### src/verilog/aitc_cfg.svh
// constants of the trigger and conversion-clock control block
`ifndef AITC_CFG_SVH
`define AITC_CFG_SVH
`define AITC_SYS_MHZ 250
`define AITC_TB_MHZ 100
`define AITC_MAX_KSPS 250
`define AITC_MIN_DIV ((`AITC_TB_MHZ * 1000) / `AITC_MAX_KSPS)
`define AITC_DIV_W 32
`define AITC_DLY_W 24
`define AITC_CODE_W 16
`define AITC_NCH 32
`define AITC_CH_W 5
`define AITC_ACC_W 8
`define AITC_MID_CODE 16'h8000
`define AITC_BUF_DEPTH 2
`endif

### src/verilog/aitc_pkg.sv
// types shared by the trigger and conversion-clock control block
`include "aitc_cfg.svh"
package aitc_pkg;
    typedef enum logic [1:0] {
        AITC_MODE_START = 2'b00,
        AITC_MODE_DLY_START = 2'b01,
        AITC_MODE_STOP = 2'b10,
        AITC_MODE_DLY_STOP = 2'b11
    } aitc_mode_e;
    typedef enum logic [2:0] {
        AITC_GAIN_HALF = 3'b000,
        AITC_GAIN_1 = 3'b001,
        AITC_GAIN_2 = 3'b010,
        AITC_GAIN_4 = 3'b011,
        AITC_GAIN_8 = 3'b100
    } aitc_gain_e;
    typedef enum logic [2:0] {
        AITC_ST_IDLE = 3'b000,
        AITC_ST_ARMED = 3'b001,
        AITC_ST_DELAY = 3'b010,
        AITC_ST_RUN = 3'b011,
        AITC_ST_POST = 3'b100,
        AITC_ST_DONE = 3'b101
    } aitc_state_e;
    // per-channel gain and range
    typedef struct packed {
        aitc_gain_e gain;
        logic bipolar;
    } aitc_chcfg_s;
    // one converted sample with its channel setting
    typedef struct packed {
        logic [`AITC_CH_W-1:0] chan;
        aitc_chcfg_s cfg;
        logic [`AITC_CODE_W-1:0] code;
        logic [`AITC_CODE_W-1:0] value;
    } aitc_sample_s;
    // two-flop synchroniser plus an edge history flop
    typedef struct packed {
        logic s1;
        logic s2;
        logic prev;
    } aitc_sync_s;
endpackage

### src/verilog/aitc_skid_buf.sv
// two-entry buffer with valid and ready on both sides
`timescale 1ns/1ps
`include "aitc_cfg.svh"
module aitc_skid_buf #(
    parameter int W = 8
) (
    input wire logic sys_clk_in, // system clock
    input wire logic nrst_in, // async reset, active low
    input wire logic in_valid_in, // word offered
    input wire logic [W-1:0] in_data_in, // offered word
    output logic in_ready_out, // room for a word
    output logic out_valid_out, // head word valid
    output logic [W-1:0] out_data_out, // head word
    input wire logic out_ready_in // receiver takes head
);
    typedef struct packed {
        logic [`AITC_BUF_DEPTH-1:0][W-1:0] mem;
        logic [1:0] cnt;
        logic rdy;
    } aitc_buf_s;
    aitc_buf_s st_q, st_d;
    logic push;
    logic pop;
    // ready comes from a flop, so a full buffer refuses the next word
    always_comb begin
        st_d = st_q;
        push = in_valid_in && st_q.rdy;
        pop = out_ready_in && (st_q.cnt != 2'h0);
        if (pop) begin
            st_d.mem[0] = st_q.mem[1];
        end
        if (push) begin
            if (st_q.cnt == 2'h0 || (st_q.cnt == 2'h1 && pop)) begin
                st_d.mem[0] = in_data_in;
            end else begin
                st_d.mem[1] = in_data_in;
            end
        end
        st_d.cnt = st_q.cnt + {1'b0, push} - {1'b0, pop};
        st_d.rdy = (st_d.cnt != 2'(`AITC_BUF_DEPTH));
    end
    always_ff @(posedge sys_clk_in or negedge nrst_in) begin
        if (!nrst_in) begin
            st_q <= '{mem: '0, cnt: 2'h0, rdy: 1'b1};
        end else begin
            st_q <= st_d;
        end
    end
    assign in_ready_out = st_q.rdy;
    assign out_valid_out = (st_q.cnt != 2'h0);
    assign out_data_out = st_q.mem[0];
endmodule

### src/verilog/aitc_pacer.sv
// conversion pacing: divided timebase or synchronised external clock
`timescale 1ns/1ps
`include "aitc_cfg.svh"
module aitc_pacer
    import aitc_pkg::*;
#(
    parameter int DIV_W = `AITC_DIV_W
) (
    input wire logic sys_clk_in, // system clock
    input wire logic nrst_in, // async reset, active low
    input wire logic run_in, // pacing allowed
    input wire logic ext_sel_in, // 1 = external pacing clock
    input wire logic [DIV_W-1:0] divisor_in, // timebase divisor
    input wire logic ext_clk_in, // external pacing clock pin
    output logic tick_out // one-cycle conversion pulse
);
    typedef struct packed {
        logic [`AITC_ACC_W-1:0] acc;
        logic [DIV_W-1:0] div_cnt;
        aitc_sync_s ext;
        logic tick;
    } aitc_pacer_s;
    aitc_pacer_s st_q, st_d;
    logic tb_tick;
    logic [DIV_W-1:0] div_eff;
    // fractional accumulator makes a 100 MHz tick from the system clock
    always_comb begin
        st_d = st_q;
        tb_tick = 1'b0;
        div_eff = divisor_in;
        st_d.ext.s1 = ext_clk_in;
        st_d.ext.s2 = st_q.ext.s1;
        st_d.ext.prev = st_q.ext.s2;
        // compare before adding, so the narrow sum can never wrap and lose ticks
        if (st_q.acc >= `AITC_ACC_W'(`AITC_SYS_MHZ - `AITC_TB_MHZ)) begin
            st_d.acc = st_q.acc - `AITC_ACC_W'(`AITC_SYS_MHZ - `AITC_TB_MHZ);
            tb_tick = 1'b1;
        end else begin
            st_d.acc = st_q.acc + `AITC_ACC_W'(`AITC_TB_MHZ);
        end
        // a small divisor is raised so the rate never passes the ceiling
        if (divisor_in < DIV_W'(`AITC_MIN_DIV)) begin
            div_eff = DIV_W'(`AITC_MIN_DIV);
        end
        st_d.tick = 1'b0;
        if (!run_in) begin
            st_d.div_cnt = '0;
        end else if (ext_sel_in) begin
            st_d.tick = st_q.ext.s2 && !st_q.ext.prev;
        end else if (tb_tick) begin
            if (st_q.div_cnt >= div_eff - DIV_W'(1)) begin
                st_d.div_cnt = '0;
                st_d.tick = 1'b1;
            end else begin
                st_d.div_cnt = st_q.div_cnt + DIV_W'(1);
            end
        end
    end
    always_ff @(posedge sys_clk_in or negedge nrst_in) begin
        if (!nrst_in) begin
            st_q <= '0;
        end else begin
            st_q <= st_d;
        end
    end
    assign tick_out = st_q.tick;
endmodule

### src/verilog/aitc_ctrl.sv
// trigger and conversion-clock control for the analog input path
//
// Notes on behaviour
// in start-trigger mode conversions before the trigger are blocked, then run until stop.
// in delay-to-start mode a preset number of conversion clocks pass after the trigger first.
// one 24-bit counter holds the delay or post-trigger count.
// in delay-to-stop mode acquisition runs from start and ends a preset count after trigger.
// in stop-trigger mode acquisition runs from start and ends at the trigger.
// software picks internal or external pacing and the trigger source.
// internal pacing divides a 100 MHz timebase by a 32-bit divisor.
// internal pacing never exceeds 250 KS/s.
// with external pacing each rising edge of that clock starts one conversion.
// the external pacing clock is kept at or below 250 kHz by its source.
// triggers come from a TTL input or an analog comparator, either edge selectable.
// a digital trigger is the chosen edge on the synchronised TTL input.
// an analog trigger is the chosen crossing of the threshold by the comparator.
// the threshold is a 16-bit value sent to the threshold converter.
// samples are straight binary unipolar and offset binary bipolar.
// each channel has its own gain and range; gain one half only for bipolar.
// a software stop blocks further conversions and clears the delay count.
`timescale 1ns/1ps
`include "aitc_cfg.svh"
module aitc_ctrl
    import aitc_pkg::*;
(
    input wire logic sys_clk_in, // 250 MHz system clock
    input wire logic nrst_in, // async reset, active low
    input wire logic start_in, // software start pulse
    input wire logic stop_in, // software stop pulse
    input wire aitc_mode_e mode_in, // trigger mode
    input wire logic [`AITC_DLY_W-1:0] delay_in, // delay or post count
    input wire logic ext_clk_sel_in, // 1 = external pacing
    input wire logic [`AITC_DIV_W-1:0] divisor_in, // timebase divisor
    input wire logic trig_analog_sel_in, // 1 = analog trigger
    input wire logic trig_fall_in, // 1 = falling edge
    input wire logic [`AITC_CODE_W-1:0] threshold_in, // trigger level
    input wire logic conversion_pacing_clock_in, // external pacing pin
    input wire logic ext_trig_in, // TTL trigger pin
    input wire logic analog_trigger_inputs_in, // comparator: above level
    input wire logic cfg_we_in, // channel setting write
    input wire logic [`AITC_CH_W-1:0] cfg_chan_in, // channel written
    input wire aitc_chcfg_s cfg_in, // gain and range
    input wire logic adc_valid_in, // converter result valid
    input wire logic [`AITC_CH_W-1:0] adc_chan_in, // result channel
    input wire logic [`AITC_CODE_W-1:0] adc_code_in, // result code
    input wire logic smp_ready_in, // sample buffer accepts
    output logic adc_ready_out, // room for a result
    output logic conv_start_out, // start one conversion
    output logic [`AITC_CODE_W-1:0] threshold_dac_out, // threshold code
    output logic acquiring_out, // acquisition active
    output logic armed_out, // waiting for trigger or delay
    output logic done_out, // acquisition ended by trigger
    output logic overrun_out, // result lost, sticky
    output logic cfg_err_out, // last setting refused
    output logic smp_valid_out, // sample valid
    output aitc_sample_s smp_out // sample with setting
);
    // ************************************************************
    // state
    // ************************************************************
    typedef struct packed {
        aitc_state_e fsm;
        logic [`AITC_DLY_W-1:0] cnt;
        aitc_sync_s dtrg;
        aitc_sync_s atrg;
        logic conv;
        logic acq;
        logic armed;
        logic done;
        logic ovr;
        logic cfg_err;
        logic [`AITC_CODE_W-1:0] dac;
        logic [`AITC_NCH-1:0][$bits(aitc_chcfg_s)-1:0] chcfg;
    } aitc_ctrl_s;
    aitc_ctrl_s st_q, st_d;
    logic tick;
    logic pace_run;
    logic ev;
    logic ev_dig;
    logic ev_ana;
    logic buf_ready;
    logic buf_valid;
    aitc_sample_s buf_data;
    aitc_sample_s smp_in;
    aitc_chcfg_s res_cfg;

    // ************************************************************
    // helpers
    // ************************************************************
    // chosen edge of a synchronised level, read only after the second flop
    function automatic logic edge_hit(input aitc_sync_s s, input logic fall);
        edge_hit = fall ? (s.prev && !s.s2) : (!s.prev && s.s2);
    endfunction

    // ************************************************************
    // pacing
    // ************************************************************
    // pacing runs in every state but idle and done, including the armed wait where no tick is used
    assign pace_run = (st_q.fsm != AITC_ST_IDLE) && (st_q.fsm != AITC_ST_DONE);
    aitc_pacer #(
        .DIV_W(`AITC_DIV_W)
    ) u_pacer (
        .sys_clk_in(sys_clk_in),
        .nrst_in(nrst_in),
        .run_in(pace_run),
        .ext_sel_in(ext_clk_sel_in),
        .divisor_in(divisor_in),
        .ext_clk_in(conversion_pacing_clock_in),
        .tick_out(tick)
    );

    // ************************************************************
    // trigger detection
    // ************************************************************
    assign ev_dig = edge_hit(st_q.dtrg, trig_fall_in);
    assign ev_ana = edge_hit(st_q.atrg, trig_fall_in);
    assign ev = trig_analog_sel_in ? ev_ana : ev_dig;

    // ************************************************************
    // sample path
    // ************************************************************
    // tag each result with its channel's setting and, on a bipolar range, a signed view
    always_comb begin
        res_cfg = aitc_chcfg_s'(st_q.chcfg[adc_chan_in]);
        smp_in.chan = adc_chan_in;
        smp_in.cfg = res_cfg;
        smp_in.code = adc_code_in;
        // offset binary becomes two's complement, straight binary passes
        smp_in.value = res_cfg.bipolar ? (adc_code_in ^ `AITC_MID_CODE) : adc_code_in;
    end

    // two entries so a receiver stall does not drop a word in flight
    aitc_skid_buf #(
        .W($bits(aitc_sample_s))
    ) u_buf (
        .sys_clk_in(sys_clk_in),
        .nrst_in(nrst_in),
        .in_valid_in(adc_valid_in),
        .in_data_in(smp_in),
        .in_ready_out(buf_ready),
        .out_valid_out(buf_valid),
        .out_data_out(buf_data),
        .out_ready_in(smp_ready_in)
    );

    // ************************************************************
    // control
    // ************************************************************
    always_comb begin
        st_d = st_q;
        st_d.dtrg.s1 = ext_trig_in;
        st_d.dtrg.s2 = st_q.dtrg.s1;
        st_d.dtrg.prev = st_q.dtrg.s2;
        st_d.atrg.s1 = analog_trigger_inputs_in;
        st_d.atrg.s2 = st_q.atrg.s1;
        st_d.atrg.prev = st_q.atrg.s2;
        st_d.dac = threshold_in;
        st_d.conv = 1'b0;
        // channel settings; one half gain on a unipolar range is refused
        if (cfg_we_in) begin
            if ((cfg_in.gain == AITC_GAIN_HALF && !cfg_in.bipolar) ||
                (cfg_in.gain > AITC_GAIN_8)) begin
                st_d.cfg_err = 1'b1;
            end else begin
                st_d.cfg_err = 1'b0;
                st_d.chcfg[cfg_chan_in] = cfg_in;
            end
        end
        case (st_q.fsm)
            AITC_ST_IDLE: begin
                if (start_in) begin
                    st_d.cnt = delay_in;
                    st_d.done = 1'b0;
                    st_d.ovr = 1'b0;
                    if (mode_in == AITC_MODE_STOP || mode_in == AITC_MODE_DLY_STOP) begin
                        st_d.fsm = AITC_ST_RUN;
                    end else begin
                        st_d.fsm = AITC_ST_ARMED;
                    end
                end
            end
            AITC_ST_ARMED: begin
                // pacing ticks here are dropped until the trigger
                if (ev) begin
                    if (mode_in == AITC_MODE_DLY_START) begin
                        st_d.fsm = AITC_ST_DELAY;
                    end else begin
                        st_d.fsm = AITC_ST_RUN;
                    end
                end
            end
            AITC_ST_DELAY: begin
                if (tick) begin
                    if (st_q.cnt <= `AITC_DLY_W'(1)) begin
                        st_d.fsm = AITC_ST_RUN;
                    end else begin
                        st_d.cnt = st_q.cnt - `AITC_DLY_W'(1);
                    end
                end
            end
            AITC_ST_RUN: begin
                if (ev && mode_in == AITC_MODE_STOP) begin
                    st_d.fsm = AITC_ST_DONE;
                    st_d.done = 1'b1;
                end else begin
                    st_d.conv = tick;
                    if (ev && mode_in == AITC_MODE_DLY_STOP) begin
                        st_d.fsm = AITC_ST_POST;
                    end
                end
            end
            AITC_ST_POST: begin
                st_d.conv = tick;
                if (tick) begin
                    if (st_q.cnt <= `AITC_DLY_W'(1)) begin
                        st_d.fsm = AITC_ST_DONE;
                        st_d.done = 1'b1;
                    end else begin
                        st_d.cnt = st_q.cnt - `AITC_DLY_W'(1);
                    end
                end
            end
            AITC_ST_DONE: begin
                // samples stay in the buffer; a start returns to idle, and a second start rearms
                if (start_in) begin
                    st_d.fsm = AITC_ST_IDLE;
                end
            end
            default: begin
                st_d.fsm = AITC_ST_IDLE;
            end
        endcase
        // stop wins over the state, count and conversion pulse, but a trigger in the same cycle still sets done
        if (stop_in) begin
            st_d.fsm = AITC_ST_IDLE;
            st_d.cnt = '0;
            st_d.conv = 1'b0;
        end
        // a result offered while full is lost; set wins, only start clears
        if (adc_valid_in && !buf_ready) begin
            st_d.ovr = 1'b1;
        end
        st_d.acq = (st_d.fsm == AITC_ST_RUN) || (st_d.fsm == AITC_ST_POST);
        st_d.armed = (st_d.fsm == AITC_ST_ARMED) || (st_d.fsm == AITC_ST_DELAY);
    end

    // single register stage for all control state
    always_ff @(posedge sys_clk_in or negedge nrst_in) begin
        if (!nrst_in) begin
            st_q <= '0;
        end else begin
            st_q <= st_d;
        end
    end

    // ************************************************************
    // outputs
    // ************************************************************
    // every output is a flop of this module or of the buffer, except smp_valid_out, which is decoded from the buffer count
    assign adc_ready_out = buf_ready;
    assign conv_start_out = st_q.conv;
    assign threshold_dac_out = st_q.dac;
    assign acquiring_out = st_q.acq;
    assign armed_out = st_q.armed;
    assign done_out = st_q.done;
    assign overrun_out = st_q.ovr;
    assign cfg_err_out = st_q.cfg_err;
    assign smp_valid_out = buf_valid;
    assign smp_out = buf_data;
endmodule

### config.mk
export PLATFORM = sky130hd
export DESIGN_NAME = aitc_ctrl
export DESIGN_NICKNAME = d
export VERILOG_FILES = /design/src/verilog/aitc_pkg.sv /design/src/verilog/aitc_skid_buf.sv /design/src/verilog/aitc_pacer.sv /design/src/verilog/aitc_ctrl.sv
export VERILOG_INCLUDE_DIRS = /design/src /design/src/verilog
export SDC_FILE = /design/constraint.sdc
export NUM_CORES = 1
export LEC_CHECK = 0
export BUFFER_PORTS_ARGS = -buffer_cell sky130_fd_sc_hd__buf_2
export CAP_MARGIN = 20
export CELL_PAD_IN_SITES_DETAIL_PLACEMENT = 1
export CELL_PAD_IN_SITES_GLOBAL_PLACEMENT = 1
export CORE_ASPECT_RATIO = 1.25
export CORE_MARGIN = 1.5
export CORE_UTILIZATION = 44
export DETAILED_ROUTE_END_ITERATION = 10
export HOLD_SLACK_MARGIN = 0.05
export PLACE_DENSITY_LB_ADDON = 0.25
export SLEW_MARGIN = 0
export SYNTH_ARGS = -nofsm -noshare
export SYNTH_HDL_FRONTEND = slang
export SYNTH_HIERARCHICAL = 1
export SYNTH_SLANG_ARGS = --single-unit
### constraint.sdc
create_clock -name sys_clk_in -period 2.42 [get_ports sys_clk_in]
set_input_delay 0.121 -clock sys_clk_in [delete_from_list [all_inputs] [get_ports sys_clk_in]]
set_output_delay 0.121 -clock sys_clk_in [all_outputs]
set_load 0.1 [all_outputs]
After elaboration in Yosys (flattened, before gate mapping) --
Cells that the tools add are included.
Word-level totals: flip-flop bits (word level) 312, output and inout bits 65
Cells by class: add/sub/neg operators 7, order comparisons 8, equality and inequality tests 24, multiplexer cells 49, bitwise operators 3, reduce and logical (&&, ||, !) cells 41
Operators by type and width (number):
- 32-bit 2-to-1 mux | 5
- 128-bit bitwise mux | 1
- 41-bit 2-to-1 mux | 3
- 27-bit 2-to-1 mux | 4
- 24-bit case mux with 3 select lines | 1
- 32-bit by 1-bit adder with 32-bit output, second input constant | 1
- 32-bit greater-or-equal comparator | 1
- 32-bit by 9-bit less-than comparator with 1-bit output, second input constant | 1
- 32-bit by 1-bit subtractor with 32-bit output, second input constant | 1
- 24-bit by 1-bit <= comparator with 1-bit output, second input constant | 1
- 24-bit 2-to-1 mux | 1
- 24-bit by 1-bit subtractor with 24-bit output, second input constant | 1
- 4-bit binary-select mux with 5-bit select | 1
- 4-bit demux with 5-bit select | 1
- 3-bit 2-to-1 mux | 6
- 3-bit case mux with 6 select lines | 1
- 1-bit 2-to-1 mux | 17
- 16-bit 2-to-1 mux | 1
- 1-bit logical AND | 14
- 3-bit by 2-bit equality test with 1-bit output, second input constant | 4
- 5-bit by 6-bit less-than comparator with 1-bit output, second input constant | 2
- 2-bit != test, second input constant | 6
- 3-bit equality test, second input constant | 3
- 8-bit by 7-bit adder with 8-bit output, second input constant | 1
- 28 further kinds | 54

Longest topological paths before layout --
depth in word-level cells 11, gate-level depth with buffers 20, gate-level depth less buffers 19

By module --
The synthesis kept the hierarchy.
By module, submodules not included:
- aitc_ctrl | instances 1, cells an instance 733, area each 9107.5 µm²
- aitc_skid_buf | instances 1, cells an instance 277, area each 4260.3 µm²
- aitc_pacer | instances 1, cells an instance 403, area each 3489.6 µm²

Least setup slack after synthesis --
OpenSTA, ideal clock, no wires.
path type input -> register, from input divisor_in[24], to register u_pacer/st_q[8] (netlist name), setup time 82 ps, data arrival time 4586 ps, required time 2338 ps, path slack -2248 ps, cell stages on the path 19, cell sequence or4_4 > nor4b_2 > nand4_1 > nand2_1 > ha_1 > nor3b_1 > nand4_1 > nor3_1 > nand2_1 > xor2_1 > ha_1 > a21oi_1 > nand2_1 > a221o_1 > a211o_1 > a311oi_2 > buf_4 > nand2b_1 > o22ai_1
Between the ends: word-level cells in the longest chain between the ends 8
RTL lines:
- start: declaration | RTL line aitc_ctrl.sv:33 | input wire logic [`AITC_DIV_W-1:0] divisor_in,
- 32-bit by 9-bit less-than comparator with 1-bit output | RTL line aitc_pacer.sv:42 | if (divisor_in < DIV_W'(`AITC_MIN_DIV)) begin
- 32-bit 2-to-1 mux * | RTL line aitc_pacer.sv:42
- 32-bit by 1-bit subtractor with 32-bit output * | RTL line aitc_pacer.sv:51 | if (st_q.div_cnt >= div_eff - DIV_W'(1)) begin
- 32-bit greater-or-equal comparator * | RTL line aitc_pacer.sv:51
- 32-bit 2-to-1 mux * | RTL line aitc_pacer.sv:51
- 32-bit 2-to-1 mux * | RTL line aitc_pacer.sv:50 | end else if (tb_tick) begin
- 32-bit 2-to-1 mux * | RTL line aitc_pacer.sv:48 | end else if (ext_sel_in) begin
- 32-bit 2-to-1 mux * | RTL line aitc_pacer.sv:46 | if (!run_in) begin
- end signal: assignment | RTL line aitc_pacer.sv:63 | st_q <= st_d;
- end: declaration | RTL line aitc_pacer.sv:23 | aitc_pacer_s st_q, st_d;
Every way passes the cells marked *; elsewhere a longest branch is shown, timed or not. The select of a mux whose other input is x is not followed. A chain may end at the register's enable or synchronous reset.

Worst setup path after layout --
from input divisor_in[23], to register u_pacer/st_q[7] (netlist name)
The elaborated chain is that of the path after synthesis.

==> flow_summary.toml <==
[critical_path]
cp-endpoint = "u_pacer/st_q[7]"
required_ns = 2.88
rrSetupSlack_ns = -0.13
rr_worst_depth = 10
cp-end-kind = "flop"
crit_start = "divisor_in[23]"
reg2reg_to = "u_pacer/st_q[30]"
cp_max_fo = 6
timing.rr.start = "u_pacer/st_q[38]"
worst-setup-path-type = "in2reg"
start_kind = "input pin"
critPathArrivalTime_ns = 4.37

[placed_design]
place_hpwl_um = 32110
post-place-ws_ns = -2.247
gp_congestion = 0.8249
place_area_um2 = 18830
portBuffers = 181
placedCellCount = 2104

[synth]
synth_area_leader_cell = "dfrtp_1"
ys_async_sr_fraction = 1.000
syn_nets = 1570
synth_cell_types = 90
synth_edf_count = 0
yosysSeqAreaShare = 0.4617
synth_common_cells = "dfrtp_1 (310), mux2_2 (218), nor2_1 (98), nand2_1 (93), buf_4 (58)"
yosys_most_used_dff = "dfrtp_1"
yosys_warnings = 6
netlist_area_um2 = 16860
yosys.area.top_type_share = 0.4602
synth-seq-cells = 311
syn_inst = 1413
synth_most_common_cell = "dfrtp_1"
synth_top_cells_by_area = "dfrtp_1 (46%), mux2_2 (15%), mux4_2 (5.1%), mux2_4 (3.6%), ha_1 (3.0%)"
syn_avg_cell_area_um2 = 11.93

[routing]
drc_errors = 0
drt_iter0_drc = 452
routed_wl_um = 46490
firstDrtPassIters = 4
wire_per_inst_um = 20.74
vias = 12350
ant_nets = 0
vias_per_cell = 5.507

[pwr]
power.leakage_nw = 9.639
peakVddDrop_mv = 0.7401
powerDensity_nw_per_um2 = 997.4
p_total_mw = 20.90

[run]
maxCapViolCount = 0

[final_layout]
antenna_cells = 0
fin_cells = 2242
fin_util = 0.5525
layout.nets = 1886
area_growth_syn_to_layout_pct = 24.33
final_area_um2 = 20960
drive_gt1_frac = 0.4354

[clock_network]
numCtsBuffers = 37
path_clk_slew_ns = 0.06
cts_tree = "yes"
htreeDepth = 2
clock-root-buffer = "clkbuf_16"
cts_sinks = 311
cts_buffer_depth = 3
clock_latency_ns = 0.54

[sta]
hold_viol = 0
period_needed_ns = 3.914
grt_setup_unrepaired = "yes"
hold_slack_ns = 0.07595
clock_skew_ns = 0.02410
timing.fmax_mhz = 255.5
worstMarginPinSlew_ns = 0.9685
fin_ws_ns = -1.494
relSlewSlack = 0.3461
fin_tns_setup_ns = -45.73
finalCritPeriodShare = 1.617
final-max-slew-violation-count = 0
setup_viol_count_final = 33

[floorplanning]
initial_core_util = 0.4444
coreArea_um2 = 37940
std_cell_rows = 80
die_w_um = 178.1
die_h_um = 221.8
die_area_um2 = 39500
num_io_pins = 182

[global_route]
grt_overflow = 0
grt_use_total = 0.2403
grt_max_degree = 69
antenna_found_initial = 0
grt_pass1_wl_um = 75050
first_global_vias = 13890

[outcome]
violations = "setup timing"
outcome = "finished, violations left"

[worst_hold_path]
hp-class = "in2reg"
min_from = "cfg_in[1]"
[layout make-up]
cell class	count	area [um^2]
timing repair buffer	400	2877
tap	492	615.6
multi-input combinational	952	8404
sequential	311	7785
clock inverter	10	130.1
inverter	27	101.3
fill	3953	16980
clock buffer	50	1046
[worst min path at each step]
| stage | depth (start not counted) | slack, ns | end |
|---|---|---|---|
| final | 4 | 0.08 | cfg_err_out |
| after global routing | 2 | 0.08 | u_buf/out_data_out[37] |
| after CTS | 2 | 0.06 | u_buf/out_data_out[37] |
| after detailed placement | 1 | 0.09 | st_q[174] |
| after global placement | 1 | 0.09 | st_q[174] |
| after floorplan | 0 | -0.17 | acquiring_out |
[routing by layer]
layer  part of all wire  track usage  vias to the layer above
met3              0.030      0.02984                       74
met1               0.41       0.2920                     6362
met4              0.026      0.07156                        0
met5                  0            0                        -
li1                   -            -                     5690
met2               0.53       0.4388                      221
[registers in the layout, summed over array words and instances, names as in the netlist, 2 cells and up]
| signal | flops |
|---|---|
| st_q | 157 |
| u_buf/st_q | 43 |
| u_buf/out_data_out | 41 |
| u_pacer/st_q | 40 |
| threshold_dac_out | 16 |
| st_d | 4 |
| u_pacer/st_d | 2 |
[cells in the final DEF, fill, tap and decap left out, types with 8 or more instances in the layout]
cell type / count
nor2_1: 85
nor3_1: 21
xnor2_1: 29
inv_1: 26
nand3_1: 28
or2_2: 8
nand3b_1: 8
buf_4: 137
nand2_1: 91
xor2_1: 29
buf_2: 178
nand4_1: 15
dfrtp_1: 309
nor4_1: 11
nor2b_1: 13
nand2b_1: 13
clkbuf_16: 38
a21oi_1: 40
dlygate4sd3_1: 66
o21ai_0: 22
mux2i_1: 8
mux4_2: 38
mux2_4: 40
and3_1: 13
buf_6: 9
ha_1: 39
buf_12: 9
mux2_2: 218
nor2_2: 10
or3_1: 13
[logic make-up (layout without fill, tap and decap cells)]
group	Yosys count	after routing	share of synthesized area
and+or+nand+nor	391	391	0.1225
buffers and inverters	150	487	0.05381
xor gates and xnor gates	58	58	0.03013
DFF	311	311	0.4617
muxes	304	304	0.2368
adders and majority gates	40	40	0.02969
AOI/OAI and AO/OA	159	159	0.06532
[power breakdown]
group	internal (mW)	total, mW	switching, mW
Sequential	6.37	7.04	0.670
Clock	3.25	5.48	2.23
Combinational	3.12	8.38	5.26
Total	12.7	20.9	8.16
[worst max-delay path, cell delays in order]
cell and delay, ns:
buf_6 0.09, or4_4 0.55, nor4b_4 0.25, nand4_1 0.23, nand2_2 0.17, ha_4 0.14
nor3b_4 0.18, nand4_1 0.18, buf_4 0.18, buf_4 0.13, nor4_4 0.15, xnor2_1 0.16
ha_1 0.27, nand4_1 0.13, nor2_1 0.06, a221o_1 0.29, a211o_1 0.28, a311oi_4 0.23
buf_6 0.16, buf_6 0.13, and3_4 0.18, a221o_1 0.10
[what timing repair did]
action                                  CTS  global route
gates resized for setup                  40            11
hold endpoints to repair                391             0
buffers inserted                          6             3
cloned                                    3             0
hold buffers                             66             0
pin swaps                                11            10
endpoints found under the setup margin   33            37
Note: power is estimated with default switching activity, not from simulation.
